## src/rtl/dfc_pkg.sv

```systemverilog
// constants and carrier types for the deframer and channel setup bank
//
// What this block does
// - link control bit 3: single or dual link
// - link control bit 2 pages link deframer
// - writing 09h holds paged deframer in reset
// - writing 01h releases paged deframer from reset
// - bit 7 at 453h enables descrambling
// - bits 4:0 at 453h: lanes minus one
// - bits 7:5 at 458h: subclass version
// - bits 4:0 at 458h: sample size minus one
// - channel page bits select channels written together
// - 12-bit gain split over 146h and 147h
// - gain code 800h means unity gain
// - bit 6 at 130h enables channel oscillator
// - bit 2 at 130h enables modulus accumulation
// - bit 1 at 130h selects delivered sideband
// - sideband zero upper, one lower inverted
package dfc_pkg;
   localparam int ADDR_W = 12;
   localparam int DATA_W = 8;
   localparam int NUM_LINKS = 2;
   localparam int NUM_CHAN = 6;
   localparam int GAIN_W = 12;

   localparam logic [ADDR_W-1:0] OFS_CHAN_PAGE = 12'h008;
   localparam logic [ADDR_W-1:0] OFS_OSC_CTRL = 12'h130;
   localparam logic [ADDR_W-1:0] OFS_GAIN_LO = 12'h146;
   localparam logic [ADDR_W-1:0] OFS_GAIN_HI = 12'h147;
   localparam logic [ADDR_W-1:0] OFS_LINK_CTRL = 12'h300;
   localparam logic [ADDR_W-1:0] OFS_SCR_LANES = 12'h453;
   localparam logic [ADDR_W-1:0] OFS_SUB_NP = 12'h458;
   localparam logic [ADDR_W-1:0] OFS_SOFT_RST = 12'h475;

   // link control fields
   localparam int LC_MODE_BIT = 3;
   localparam int LC_PAGE_BIT = 2;
   localparam int LC_EN_LSB = 0;
   localparam logic [DATA_W-1:0] LC_MASK = 8'h0F;
   // scramble and lane count fields
   localparam int SCR_BIT = 7;
   localparam int LANES_LSB = 0;
   localparam logic [DATA_W-1:0] SCR_MASK = 8'h9F;
   // subclass and sample size fields
   localparam int SUBCL_LSB = 5;
   localparam int NP_LSB = 0;
   // soft reset commands
   localparam logic [DATA_W-1:0] SRST_ENTER = 8'h09;
   localparam logic [DATA_W-1:0] SRST_LEAVE = 8'h01;
   // channel page, oscillator control, gain
   localparam logic [DATA_W-1:0] CHP_MASK = 8'h3F;
   localparam int OSC_EN_BIT = 6;
   localparam int OSC_MOD_BIT = 2;
   localparam int OSC_SB_BIT = 1;
   localparam int OSC_TONE_BIT = 0;
   localparam logic [DATA_W-1:0] OSC_MASK = 8'h47;
   localparam logic [DATA_W-1:0] GAIN_HI_MASK = 8'h0F;
   localparam logic [GAIN_W-1:0] GAIN_UNITY = 12'h800;
   localparam logic [DATA_W-1:0] BYTE_ZERO = 8'h00;

   typedef struct packed {
      logic soft_reset;
      logic descramble_en;
      logic [4:0] lanes_m1;
      logic [2:0] subclass;
      logic [4:0] sample_m1;
   } dfc_link_cfg_t;

   typedef struct packed {
      logic [GAIN_W-1:0] gain;
      logic osc_en;
      logic modulus_en;
      logic sideband_lower;
      logic test_tone;
   } dfc_chan_cfg_t;
endpackage : dfc_pkg

```

## src/rtl/dfc_setup_regs.sv

```systemverilog
// register bank for link deframer setup and channel datapath controls
`timescale 1ns/100ps
module dfc_setup_regs (
   input wire logic clk,
   input wire logic rst,
   input wire logic [dfc_pkg::ADDR_W-1:0] reg_addr,
   input wire logic [dfc_pkg::DATA_W-1:0] reg_wdata,
   input wire logic reg_wr,
   input wire logic reg_rd,
   output logic [dfc_pkg::DATA_W-1:0] reg_rdata,
   input wire logic serial_link_config_dual,
   output logic link_dual,
   output logic link_page,
   output logic [1:0] link_enable,
   output logic mode_mismatch,
   output dfc_pkg::dfc_link_cfg_t [dfc_pkg::NUM_LINKS-1:0] link_cfg,
   output dfc_pkg::dfc_chan_cfg_t [dfc_pkg::NUM_CHAN-1:0] chan_cfg
);
   import dfc_pkg::*;

   logic [DATA_W-1:0] link_ctl_r;
   logic [DATA_W-1:0] chan_page_r;
   logic [DATA_W-1:0] rdata_r;
   logic mismatch_r;
   logic [DATA_W-1:0] scr_q [NUM_LINKS];
   logic [DATA_W-1:0] sub_q [NUM_LINKS];
   logic [DATA_W-1:0] srst_q [NUM_LINKS];
   logic [GAIN_W-1:0] gain_q [NUM_CHAN];
   logic [DATA_W-1:0] osc_q [NUM_CHAN];

   // address decode
   wire logic wr_link = reg_wr && (reg_addr == OFS_LINK_CTRL);
   wire logic wr_chp = reg_wr && (reg_addr == OFS_CHAN_PAGE);
   wire logic wr_scr = reg_wr && (reg_addr == OFS_SCR_LANES);
   wire logic wr_sub = reg_wr && (reg_addr == OFS_SUB_NP);
   wire logic wr_srst = reg_wr && (reg_addr == OFS_SOFT_RST);
   wire logic wr_glo = reg_wr && (reg_addr == OFS_GAIN_LO);
   wire logic wr_ghi = reg_wr && (reg_addr == OFS_GAIN_HI);
   wire logic wr_osc = reg_wr && (reg_addr == OFS_OSC_CTRL);

   wire logic page_now = link_ctl_r[LC_PAGE_BIT];

   // readback of channel registers comes from the lowest paged channel;
   // with several channels paged, the others can hold different values until a write through the page
   function automatic logic [2:0] first_sel(input logic [DATA_W-1:0] pg);
      logic [2:0] idx;
      idx = 3'h0;
      for (int k = NUM_CHAN - 1; k >= 0; k--) begin
         if (pg[k]) begin
            idx = 3'(k);
         end
      end
      return idx;
   endfunction : first_sel

   wire logic any_chan = |(chan_page_r & CHP_MASK);
   wire logic [2:0] rd_ch = first_sel(chan_page_r);
   wire logic [GAIN_W-1:0] rd_gain = any_chan ? gain_q[rd_ch] : GAIN_UNITY;
   wire logic [DATA_W-1:0] rd_glo = any_chan ? rd_gain[DATA_W-1:0] : BYTE_ZERO;
   wire logic [DATA_W-1:0] rd_ghi =
      any_chan ? DATA_W'(rd_gain[GAIN_W-1:DATA_W]) : BYTE_ZERO;
   wire logic [DATA_W-1:0] rd_osc = any_chan ? osc_q[rd_ch] : BYTE_ZERO;

   // unmapped addresses read as zero
   wire logic [DATA_W-1:0] rd_mux =
      (reg_addr == OFS_LINK_CTRL) ? link_ctl_r :
      (reg_addr == OFS_CHAN_PAGE) ? chan_page_r :
      (reg_addr == OFS_SCR_LANES) ? scr_q[page_now] :
      (reg_addr == OFS_SUB_NP) ? sub_q[page_now] :
      (reg_addr == OFS_SOFT_RST) ? srst_q[page_now] :
      (reg_addr == OFS_GAIN_LO) ? rd_glo :
      (reg_addr == OFS_GAIN_HI) ? rd_ghi :
      (reg_addr == OFS_OSC_CTRL) ? rd_osc : BYTE_ZERO;

   always_ff @(posedge clk) begin
      if (rst) begin
         link_ctl_r <= BYTE_ZERO;
         chan_page_r <= BYTE_ZERO;
         rdata_r <= BYTE_ZERO;
         mismatch_r <= 1'b0;
      end else begin
         if (wr_link) begin
            link_ctl_r <= reg_wdata & LC_MASK;
         end
         if (wr_chp) begin
            chan_page_r <= reg_wdata & CHP_MASK;
         end
         rdata_r <= reg_rd ? rd_mux : BYTE_ZERO;
         // flags a link mode that disagrees with the datapath mode
         mismatch_r <= link_ctl_r[LC_MODE_BIT] != serial_link_config_dual;
      end
   end

   assign reg_rdata = rdata_r;
   assign link_dual = link_ctl_r[LC_MODE_BIT];
   assign link_page = link_ctl_r[LC_PAGE_BIT];
   // software is expected to hold these at zero through setup
   assign link_enable = link_ctl_r[LC_EN_LSB+1:LC_EN_LSB];
   assign mode_mismatch = mismatch_r;

   for (genvar li = 0; li < NUM_LINKS; li++) begin : g_link
      wire logic sel = (page_now == 1'(li));
      logic [DATA_W-1:0] scr_r;
      logic [DATA_W-1:0] sub_r;
      logic [DATA_W-1:0] srst_byte_r;
      logic srst_r;
      always_ff @(posedge clk) begin
         if (rst) begin
            scr_r <= BYTE_ZERO;
            sub_r <= BYTE_ZERO;
            srst_byte_r <= BYTE_ZERO;
            srst_r <= 1'b0;
         end else begin
            if (wr_scr && sel) begin
               scr_r <= reg_wdata & SCR_MASK;
            end
            if (wr_sub && sel) begin
               sub_r <= reg_wdata;
            end
            if (wr_srst && sel) begin
               srst_byte_r <= reg_wdata;
               if (reg_wdata == SRST_ENTER) begin
                  srst_r <= 1'b1;
               end else if (reg_wdata == SRST_LEAVE) begin
                  srst_r <= 1'b0;
               end
            end
         end
      end
      assign scr_q[li] = scr_r;
      assign sub_q[li] = sub_r;
      assign srst_q[li] = srst_byte_r;
      assign link_cfg[li].soft_reset = srst_r;
      assign link_cfg[li].descramble_en = scr_r[SCR_BIT];
      assign link_cfg[li].lanes_m1 = scr_r[LANES_LSB+4:LANES_LSB];
      assign link_cfg[li].subclass = sub_r[SUBCL_LSB+2:SUBCL_LSB];
      assign link_cfg[li].sample_m1 = sub_r[NP_LSB+4:NP_LSB];
   end

   // one write lands in every paged channel at once, which is how
   // identical setups for several channels cost a single bus cycle
   for (genvar ci = 0; ci < NUM_CHAN; ci++) begin : g_chan
      wire logic sel = chan_page_r[ci];
      logic [GAIN_W-1:0] gain_r;
      logic [DATA_W-1:0] osc_r;
      always_ff @(posedge clk) begin
         if (rst) begin
            gain_r <= GAIN_UNITY;
            osc_r <= BYTE_ZERO;
         end else begin
            if (wr_glo && sel) begin
               gain_r[DATA_W-1:0] <= reg_wdata;
            end
            if (wr_ghi && sel) begin
               gain_r[GAIN_W-1:DATA_W] <= reg_wdata[GAIN_W-DATA_W-1:0];
            end
            if (wr_osc && sel) begin
               osc_r <= reg_wdata & OSC_MASK;
            end
         end
      end
      assign gain_q[ci] = gain_r;
      assign osc_q[ci] = osc_r;
      // linear code, unity at 800h
      assign chan_cfg[ci].gain = gain_r;
      assign chan_cfg[ci].osc_en = osc_r[OSC_EN_BIT];
      assign chan_cfg[ci].modulus_en = osc_r[OSC_MOD_BIT];
      // zero keeps the upper sideband, one the inverted lower
      assign chan_cfg[ci].sideband_lower = osc_r[OSC_SB_BIT];
      assign chan_cfg[ci].test_tone = osc_r[OSC_TONE_BIT];
   end
endmodule : dfc_setup_regs

```

## config.mk

```make
export PLATFORM = sky130hd
export DESIGN_NAME = dfc_setup_regs
export DESIGN_NICKNAME = d
export VERILOG_FILES = /design/src/rtl/dfc_pkg.sv /design/src/rtl/dfc_setup_regs.sv
export SDC_FILE = /design/constraint.sdc
export NUM_CORES = 1
export LEC_CHECK = 0
export BUFFER_PORTS_ARGS = -buffer_cell sky130_fd_sc_hd__buf_2
export CORE_MARGIN = 5
export CORE_UTILIZATION = 41
export CTS_BUF_LIST = sky130_fd_sc_hd__clkbuf_8
export DETAILED_ROUTE_END_ITERATION = 12
export MAX_ROUTING_LAYER = met4
export SYNTH_ARGS = -nofsm -noshare
export SYNTH_HDL_FRONTEND = slang
export SYNTH_SLANG_ARGS = --single-unit
```

## constraint.sdc

```tcl
create_clock -name clk -period 2.7 [get_ports clk]
set_input_delay 0.135 -clock clk [delete_from_list [all_inputs] [get_ports clk]]
set_output_delay 0.135 -clock clk [all_outputs]
set_load 0.01 [all_outputs]
```

**Yosys cells after proc, flatten, opt, wreduce, memory -nomap -nowiden**

Index checks and enable logic that the tools add are counted.

- RAM bits: 0
- Memories: 0
- Output and inout port bits: 139
- Word-level logic and storage cells: 122
- Bits in registers: 161
- Bits in latches: 0
- Memory bits (read-only): 0

- Shifts and indexed selects: 0
- $mul: 0
- Mux-type cells: 34
- Bitwise logic cells: 4
- Reduce and logical (&&, ||, !) cells: 39
- Divide/modulo/power cells: 0
- Add/subtract/negate cells: 0
- Equal/unequal tests: 11
- Magnitude comparators: 2

Operators by type and width:

| cell | count |
|---|---|
| 2-to-1 mux 8 bit | 19 |
| binary-select mux 12 bit (select 3 bit) | 1 |
| equality test 12 x 11 -> 1 bit (second input constant) | 3 |
| equality test 12 x 9 -> 1 bit (second input constant) | 3 |
| logical AND 1 bit | 32 |
| binary-select mux 8 bit (select 3 bit) | 1 |
| 2-to-1 mux 12 bit | 2 |
| 2-to-1 mux 3 bit | 6 |
| equality test 12 x 10 -> 1 bit (second input constant) | 1 |
| equality test 12 x 4 -> 1 bit (second input constant) | 1 |
| equality test 8 x 1 -> 1 bit (second input constant) | 1 |
| equality test 8 x 4 -> 1 bit (second input constant) | 1 |
| 2-to-1 mux 4 bit | 2 |
| 2-to-1 mux 6 bit | 1 |
| OR reduction 6 bit | 1 |
| greater-or-equal comparator 4 bit (second input constant) | 1 |
| NOT 3 -> 4 bit | 1 |
| AND reduction 2 bit | 2 |
| OR reduction 4 bit | 1 |
| OR reduction 3 bit | 1 |
| greater-or-equal comparator 2 bit (second input constant) | 1 |
| 2-to-1 mux 1 bit | 2 |
| NOT 1 bit | 2 |
| NOT 1 -> 2 bit | 1 |
| other kinds (3) | 3 |

**Depth between registers and ports, before layout**

- Depth in word-level cells: 19
- Gate-level depth with buffers: 11

**Worst setup path before layout**

No wires, ideal clock.

- Path kind: register -> register
- Start point: register chan_page_r[5]
- End point: register rdata_r[1], in the netlist reg_rdata[1]
- Arrival time: 1.892 ns
- Period minus slack after synthesis: 1.979 ns
- Stages on the path, launching flop included: 11
- Slack: 0.721 ns
- Path buffers: 4
- Setup time: 0.086 ns
- Cell sequence: dfxtp_1 buf_6 nor2b_4 o311a_1 buf_6 buf_6 buf_8 mux2i_1 a211oi_1 o2111ai_1 a221oi_2

- Cells in the longest elaborated chain, start to end: 19

Ends and longest elaborated chain:

| item | RTL line | RTL |
|---|---|---|
| start, declared | dfc_setup_regs.sv:22 | `logic [DATA_W-1:0] chan_page_r;` |
| start signal, assigned | dfc_setup_regs.sv:86 | `chan_page_r <= reg_wdata & CHP_MASK;` |
| 2-to-1 mux 3 bit (6 in a row) | dfc_setup_regs.sv:49 | `if (pg[k]) begin` |
| NOT 3 -> 4 bit (implied by the code) | dfc_setup_regs.sv:58, dfc_setup_regs.sv:62 |  |
| binary-select mux 8 bit (select 3 bit) | dfc_setup_regs.sv:62 | `wire logic [DATA_W-1:0] rd_osc = any_chan ? osc_q[rd_ch] : BYTE_ZERO;` |
| 2-to-1 mux 8 bit (implied by the code) (2 in a row) | dfc_setup_regs.sv:62 |  |
| 2-to-1 mux 8 bit | dfc_setup_regs.sv:62 |  |
| 2-to-1 mux 8 bit | dfc_setup_regs.sv:73 | `(reg_addr == OFS_OSC_CTRL) ? rd_osc : BYTE_ZERO;` |
| 2-to-1 mux 8 bit | dfc_setup_regs.sv:72 | `(reg_addr == OFS_GAIN_HI) ? rd_ghi :` |
| 2-to-1 mux 8 bit (*) | dfc_setup_regs.sv:71 | `(reg_addr == OFS_GAIN_LO) ? rd_glo :` |
| 2-to-1 mux 8 bit (*) | dfc_setup_regs.sv:70 | `(reg_addr == OFS_SOFT_RST) ? srst_q[page_now] :` |
| 2-to-1 mux 8 bit (*) | dfc_setup_regs.sv:69 | `(reg_addr == OFS_SUB_NP) ? sub_q[page_now] :` |
| 2-to-1 mux 8 bit (*) | dfc_setup_regs.sv:68 | `(reg_addr == OFS_SCR_LANES) ? scr_q[page_now] :` |
| 2-to-1 mux 6 bit (*) | dfc_setup_regs.sv:67 | `(reg_addr == OFS_CHAN_PAGE) ? chan_page_r :` |
| 2-to-1 mux 4 bit (*) | dfc_setup_regs.sv:66 | `(reg_addr == OFS_LINK_CTRL) ? link_ctl_r :` |
| end signal, assigned | dfc_setup_regs.sv:88 | `rdata_r <= reg_rd ? rd_mux : BYTE_ZERO;` |
| end, declared | dfc_setup_regs.sv:23 | `logic [DATA_W-1:0] rdata_r;` |

Mark *: on every way between the ends. The rest lies on a longest branch, timed or not. The select of a mux whose other input is x is not followed.
A chain may end at the register's enable or synchronous reset.

**Worst setup path after layout**

- Start point: register chan_page_r[1]
- End point: register rdata_r[1], in the netlist reg_rdata[1]

- Cells in the longest elaborated chain, start to end: 15

Ends and longest elaborated chain:

| item | RTL line |
|---|---|
| 2-to-1 mux 3 bit (2 in a row) | dfc_setup_regs.sv:49 |
| NOT 3 -> 4 bit (implied by the code) | dfc_setup_regs.sv:58, dfc_setup_regs.sv:62 |
| binary-select mux 8 bit (select 3 bit) | dfc_setup_regs.sv:62 |
| 2-to-1 mux 8 bit (implied by the code) (2 in a row) | dfc_setup_regs.sv:62 |
| 2-to-1 mux 8 bit | dfc_setup_regs.sv:62 |
| 2-to-1 mux 8 bit | dfc_setup_regs.sv:73 |
| 2-to-1 mux 8 bit | dfc_setup_regs.sv:72 |
| 2-to-1 mux 8 bit | dfc_setup_regs.sv:71 |
| 2-to-1 mux 8 bit | dfc_setup_regs.sv:70 |
| 2-to-1 mux 8 bit | dfc_setup_regs.sv:69 |
| 2-to-1 mux 8 bit | dfc_setup_regs.sv:68 |
| 2-to-1 mux 6 bit (*) | dfc_setup_regs.sv:67 |
| 2-to-1 mux 4 bit (*) | dfc_setup_regs.sv:66 |

Marked as above.

==> impl_metrics.ini <==
[logic_synthesis]
synth_fp_nets = 943
syn_area_um2 = 7690
yosys_most_used_dff = dfxtp_1
ys_warn_count = 0
synth_area_per_cell_um2 = 8.37
syn_inst = 918
synthArstFlopShare_pct = 0
synth_edf_count = 0
ys_types = 70
synth_seq_cells = 161
yosysTopAreaCellShare_pct = 41.9
yosysSeqAreaShare_pct = 41.9
synth_area_leaders = dfxtp_1 (42%), mux2i_1 (11%), a21oi_1 (7.7%), nand3_1 (6.6%), nand2_1 (6.5%)
synth_top_cell_by_area = dfxtp_1

[timing]
period_minus_slack_ns = 2.34
slew_headroom_pct = 52.4
tns_ns = 0
setup_viol = 0
worst_pin_slew_ns = 0.714
timing.final.hold_violations = 0
finalMaxSlewViolations = 0
rsz0062_at_grt = no
hold_ws_ns = 0.0785
min_period_over_period_pct = 86.8
clock_skew_ns = 0.0121
max_freq_mhz = 427

[drt]
route.detailed.drc = 0
routedWlPerCell_um = 21.2
totalWireLength_mm = 27.5
vias = 7535
via_per_inst = 5.79
first_pass_iters = 5
first_iter_violations = 685
ant_nets = 0

[place]
gp_congestion = 0.918
place_inst = 1267
numPortBuffers = 163
dp_hpwl_mm = 19.5

[run_status]
status = finished, final reports clean

[global_route]
grt_max_degree = 155
antenna_found_initial = 0
grt_pass1_vias = 7144
grtUsageMet2_pct = 37.5
grt_first_pass_wirelength_mm = 42.5
grt-busiest-layer = met2
met3_usage_pct = 4.35
grt.overflow.total = 0
gr-usage-met1_pct = 37.0
grt_use_total_pct = 25.8

[clock_network]
cts_buffers = 17
path_clk_slew_ns = 0.09
clock_latency_ns = 0.47
clock_path_buffers = 2
clock-sinks = 161
postCtsSetupRepairBufs = 0
cts_tree = done
htree_levels = 4
root_buffer = clkbuf_8

[setup_path]
start_kind = flip-flop
critPathTopFamily = compound AO/OA/AOI/OAI gates
crit_start = chan_page_r[1]$_SDFFE_PP0P_
crit_fanout = 23
rr_startpoint = chan_page_r[1]$_SDFFE_PP0P_
max_stage_delay_ns = 0.46
crit_type = flip-flop to flip-flop
cp-end-kind = flip-flop
crit_slowest_cell = dfxtp_1
critical_path_buf_inv_count = 2
required_ns = 3.07
path_cells = buf_4, or2_0, nor4_2, buf_4, a221oi_2, o32a_1, o2111ai_1, a221oi_2
worst_ep_arrival_time_ns = 2.71

[die]
dieHeight_um = 147
dieArea_um2 = 21600
core-area_um2 = 18600
fp-row-count = 50
die_w_um = 147
initial_utilization_pct = 41.4
boundaryPins = 164

[cells_and_area]
instances_no_fill = 1301
multi_input_area_um2 = 4060
area_growth_pct = 18.9
fill_cells = 1845
ff_latch_area_um2 = 3220
nNetsFinal = 1079
drive_above_1_share_pct = 24.7
n_antenna_cell = 0

[min_path]
min_from = reg_wr
hp-class = input pin to flip-flop

[pwr]
p_per_area_nw_per_um2 = 482
leakage_nw = 3.46
peakVddDrop_mv = 0.289

[job]
drv_cap = 0
[worst register-to-register path, cell delays in order (launching register included)]
cell and delay (ns):
dfxtp_1 0.46, buf_4 0.32, or2_0 0.39, nor4_2 0.06, buf_4 0.17, a221oi_2 0.23, o32a_1 0.20, o2111ai_1 0.14
a221oi_2 0.28
[what timing repair did]
action / in CTS / in global routing
hold buffers: 2 / 0
resized for setup: 0 / 0
endpoints found under the hold margin: 2 / 0
[per-layer routing]
metal	vias up	routed length [um]
li1	3545	-
met1	3572	12700
met2	375	12100
met3	43	2240
met4	0	516
met5	-	0
[layout by cell type, fill, tap and decap left out, types with 14 or more instances in the layout]
cell type	instances
nand3_1	102
nand2_1	133
dfxtp_1	161
o22ai_1	14
a21oi_1	118
clkbuf_8	20
mux2i_1	81
buf_2	162
nor2_1	69
buf_4	30
[synth_stat cells (all sizes together) (6+ instances only)]
library cell and number:
a211o 6, a211oi 10, a21oi 119, a22oi 7
and3 8, buf 34, clkbuf 47, dfxtp 161
inv 6, mux2 12, mux2i 81, nand2 136
nand3 102, nor2 77, nor2b 11, nor3 6
o21ai 11, o22ai 14
[power by group]
group          internal, mW  switching, mW
Sequential             2.37       0.000191
Combinational        0.0406          0.140
Clock                 0.899          0.951
[registers in the layout, indices dropped and copies added (netlist names)]
signal and flops:
g_link.sub_r 16, g_link.srst_byte_r 16, g_link.scr_r 12, g_chan.osc_r 24
link_ctl_r 4, chan_page_r 6, mode_mismatch 1, g_chan.gain_r 72
reg_rdata 8, g_link.srst_r 2
[final timing paths]
path,to,slack (ns),cells past startpoint
worst max-delay path,reg_rdata[1]$_SDFF_PP0_,0.36,8
worst min-delay path,link_ctl_r[1]$_SDFFE_PP0P_,0.08,3
worst max register to register,reg_rdata[1]$_SDFF_PP0_,0.36,8
worst min register to register,g_chan[1].gain_r[8]$_SDFFE_PP0P_,0.48,2
[final cells by class]
cell class	instances	area share, %
Clock buffer	20	3.01
Clock inverter	12	1.45
Inverter	6	0.246
Multi-Input combinational cell	670	44.4
Sequential cell	161	35.3
Tap cell	234	3.20
Timing Repair Buffer	198	12.4
[cell families (layout without fill, tap and decap cells)]
logic type	Yosys count	count (layout)	share of synthesized area (%)
buffers and inverters	87	236	5.44
XOR/XNOR	1	1	0.114
flip-flops	161	161	41.9
AO/OA/AOI/OAI	202	202	16.4
AND/OR/NAND/NOR	372	372	23.3
multiplexers	95	95	12.9
[metrics by stage]
stage | power [mW] | setup slack (ns) | util (%) | cell area (um^2)
global placement | 2.61 | 0.398 | 46.9 | 8710
global route | 4.54 | 0.246 | 49.2 | 9140
floorplan | 2.52 | 0.721 | - | 7690
finish | 4.40 | 0.356 | 49.2 | 9140
CTS | 4.44 | 0.406 | 49.2 | 9140
detailed placement | 2.61 | 0.342 | 46.9 | 8710
(Power assumes the default switching activity.)
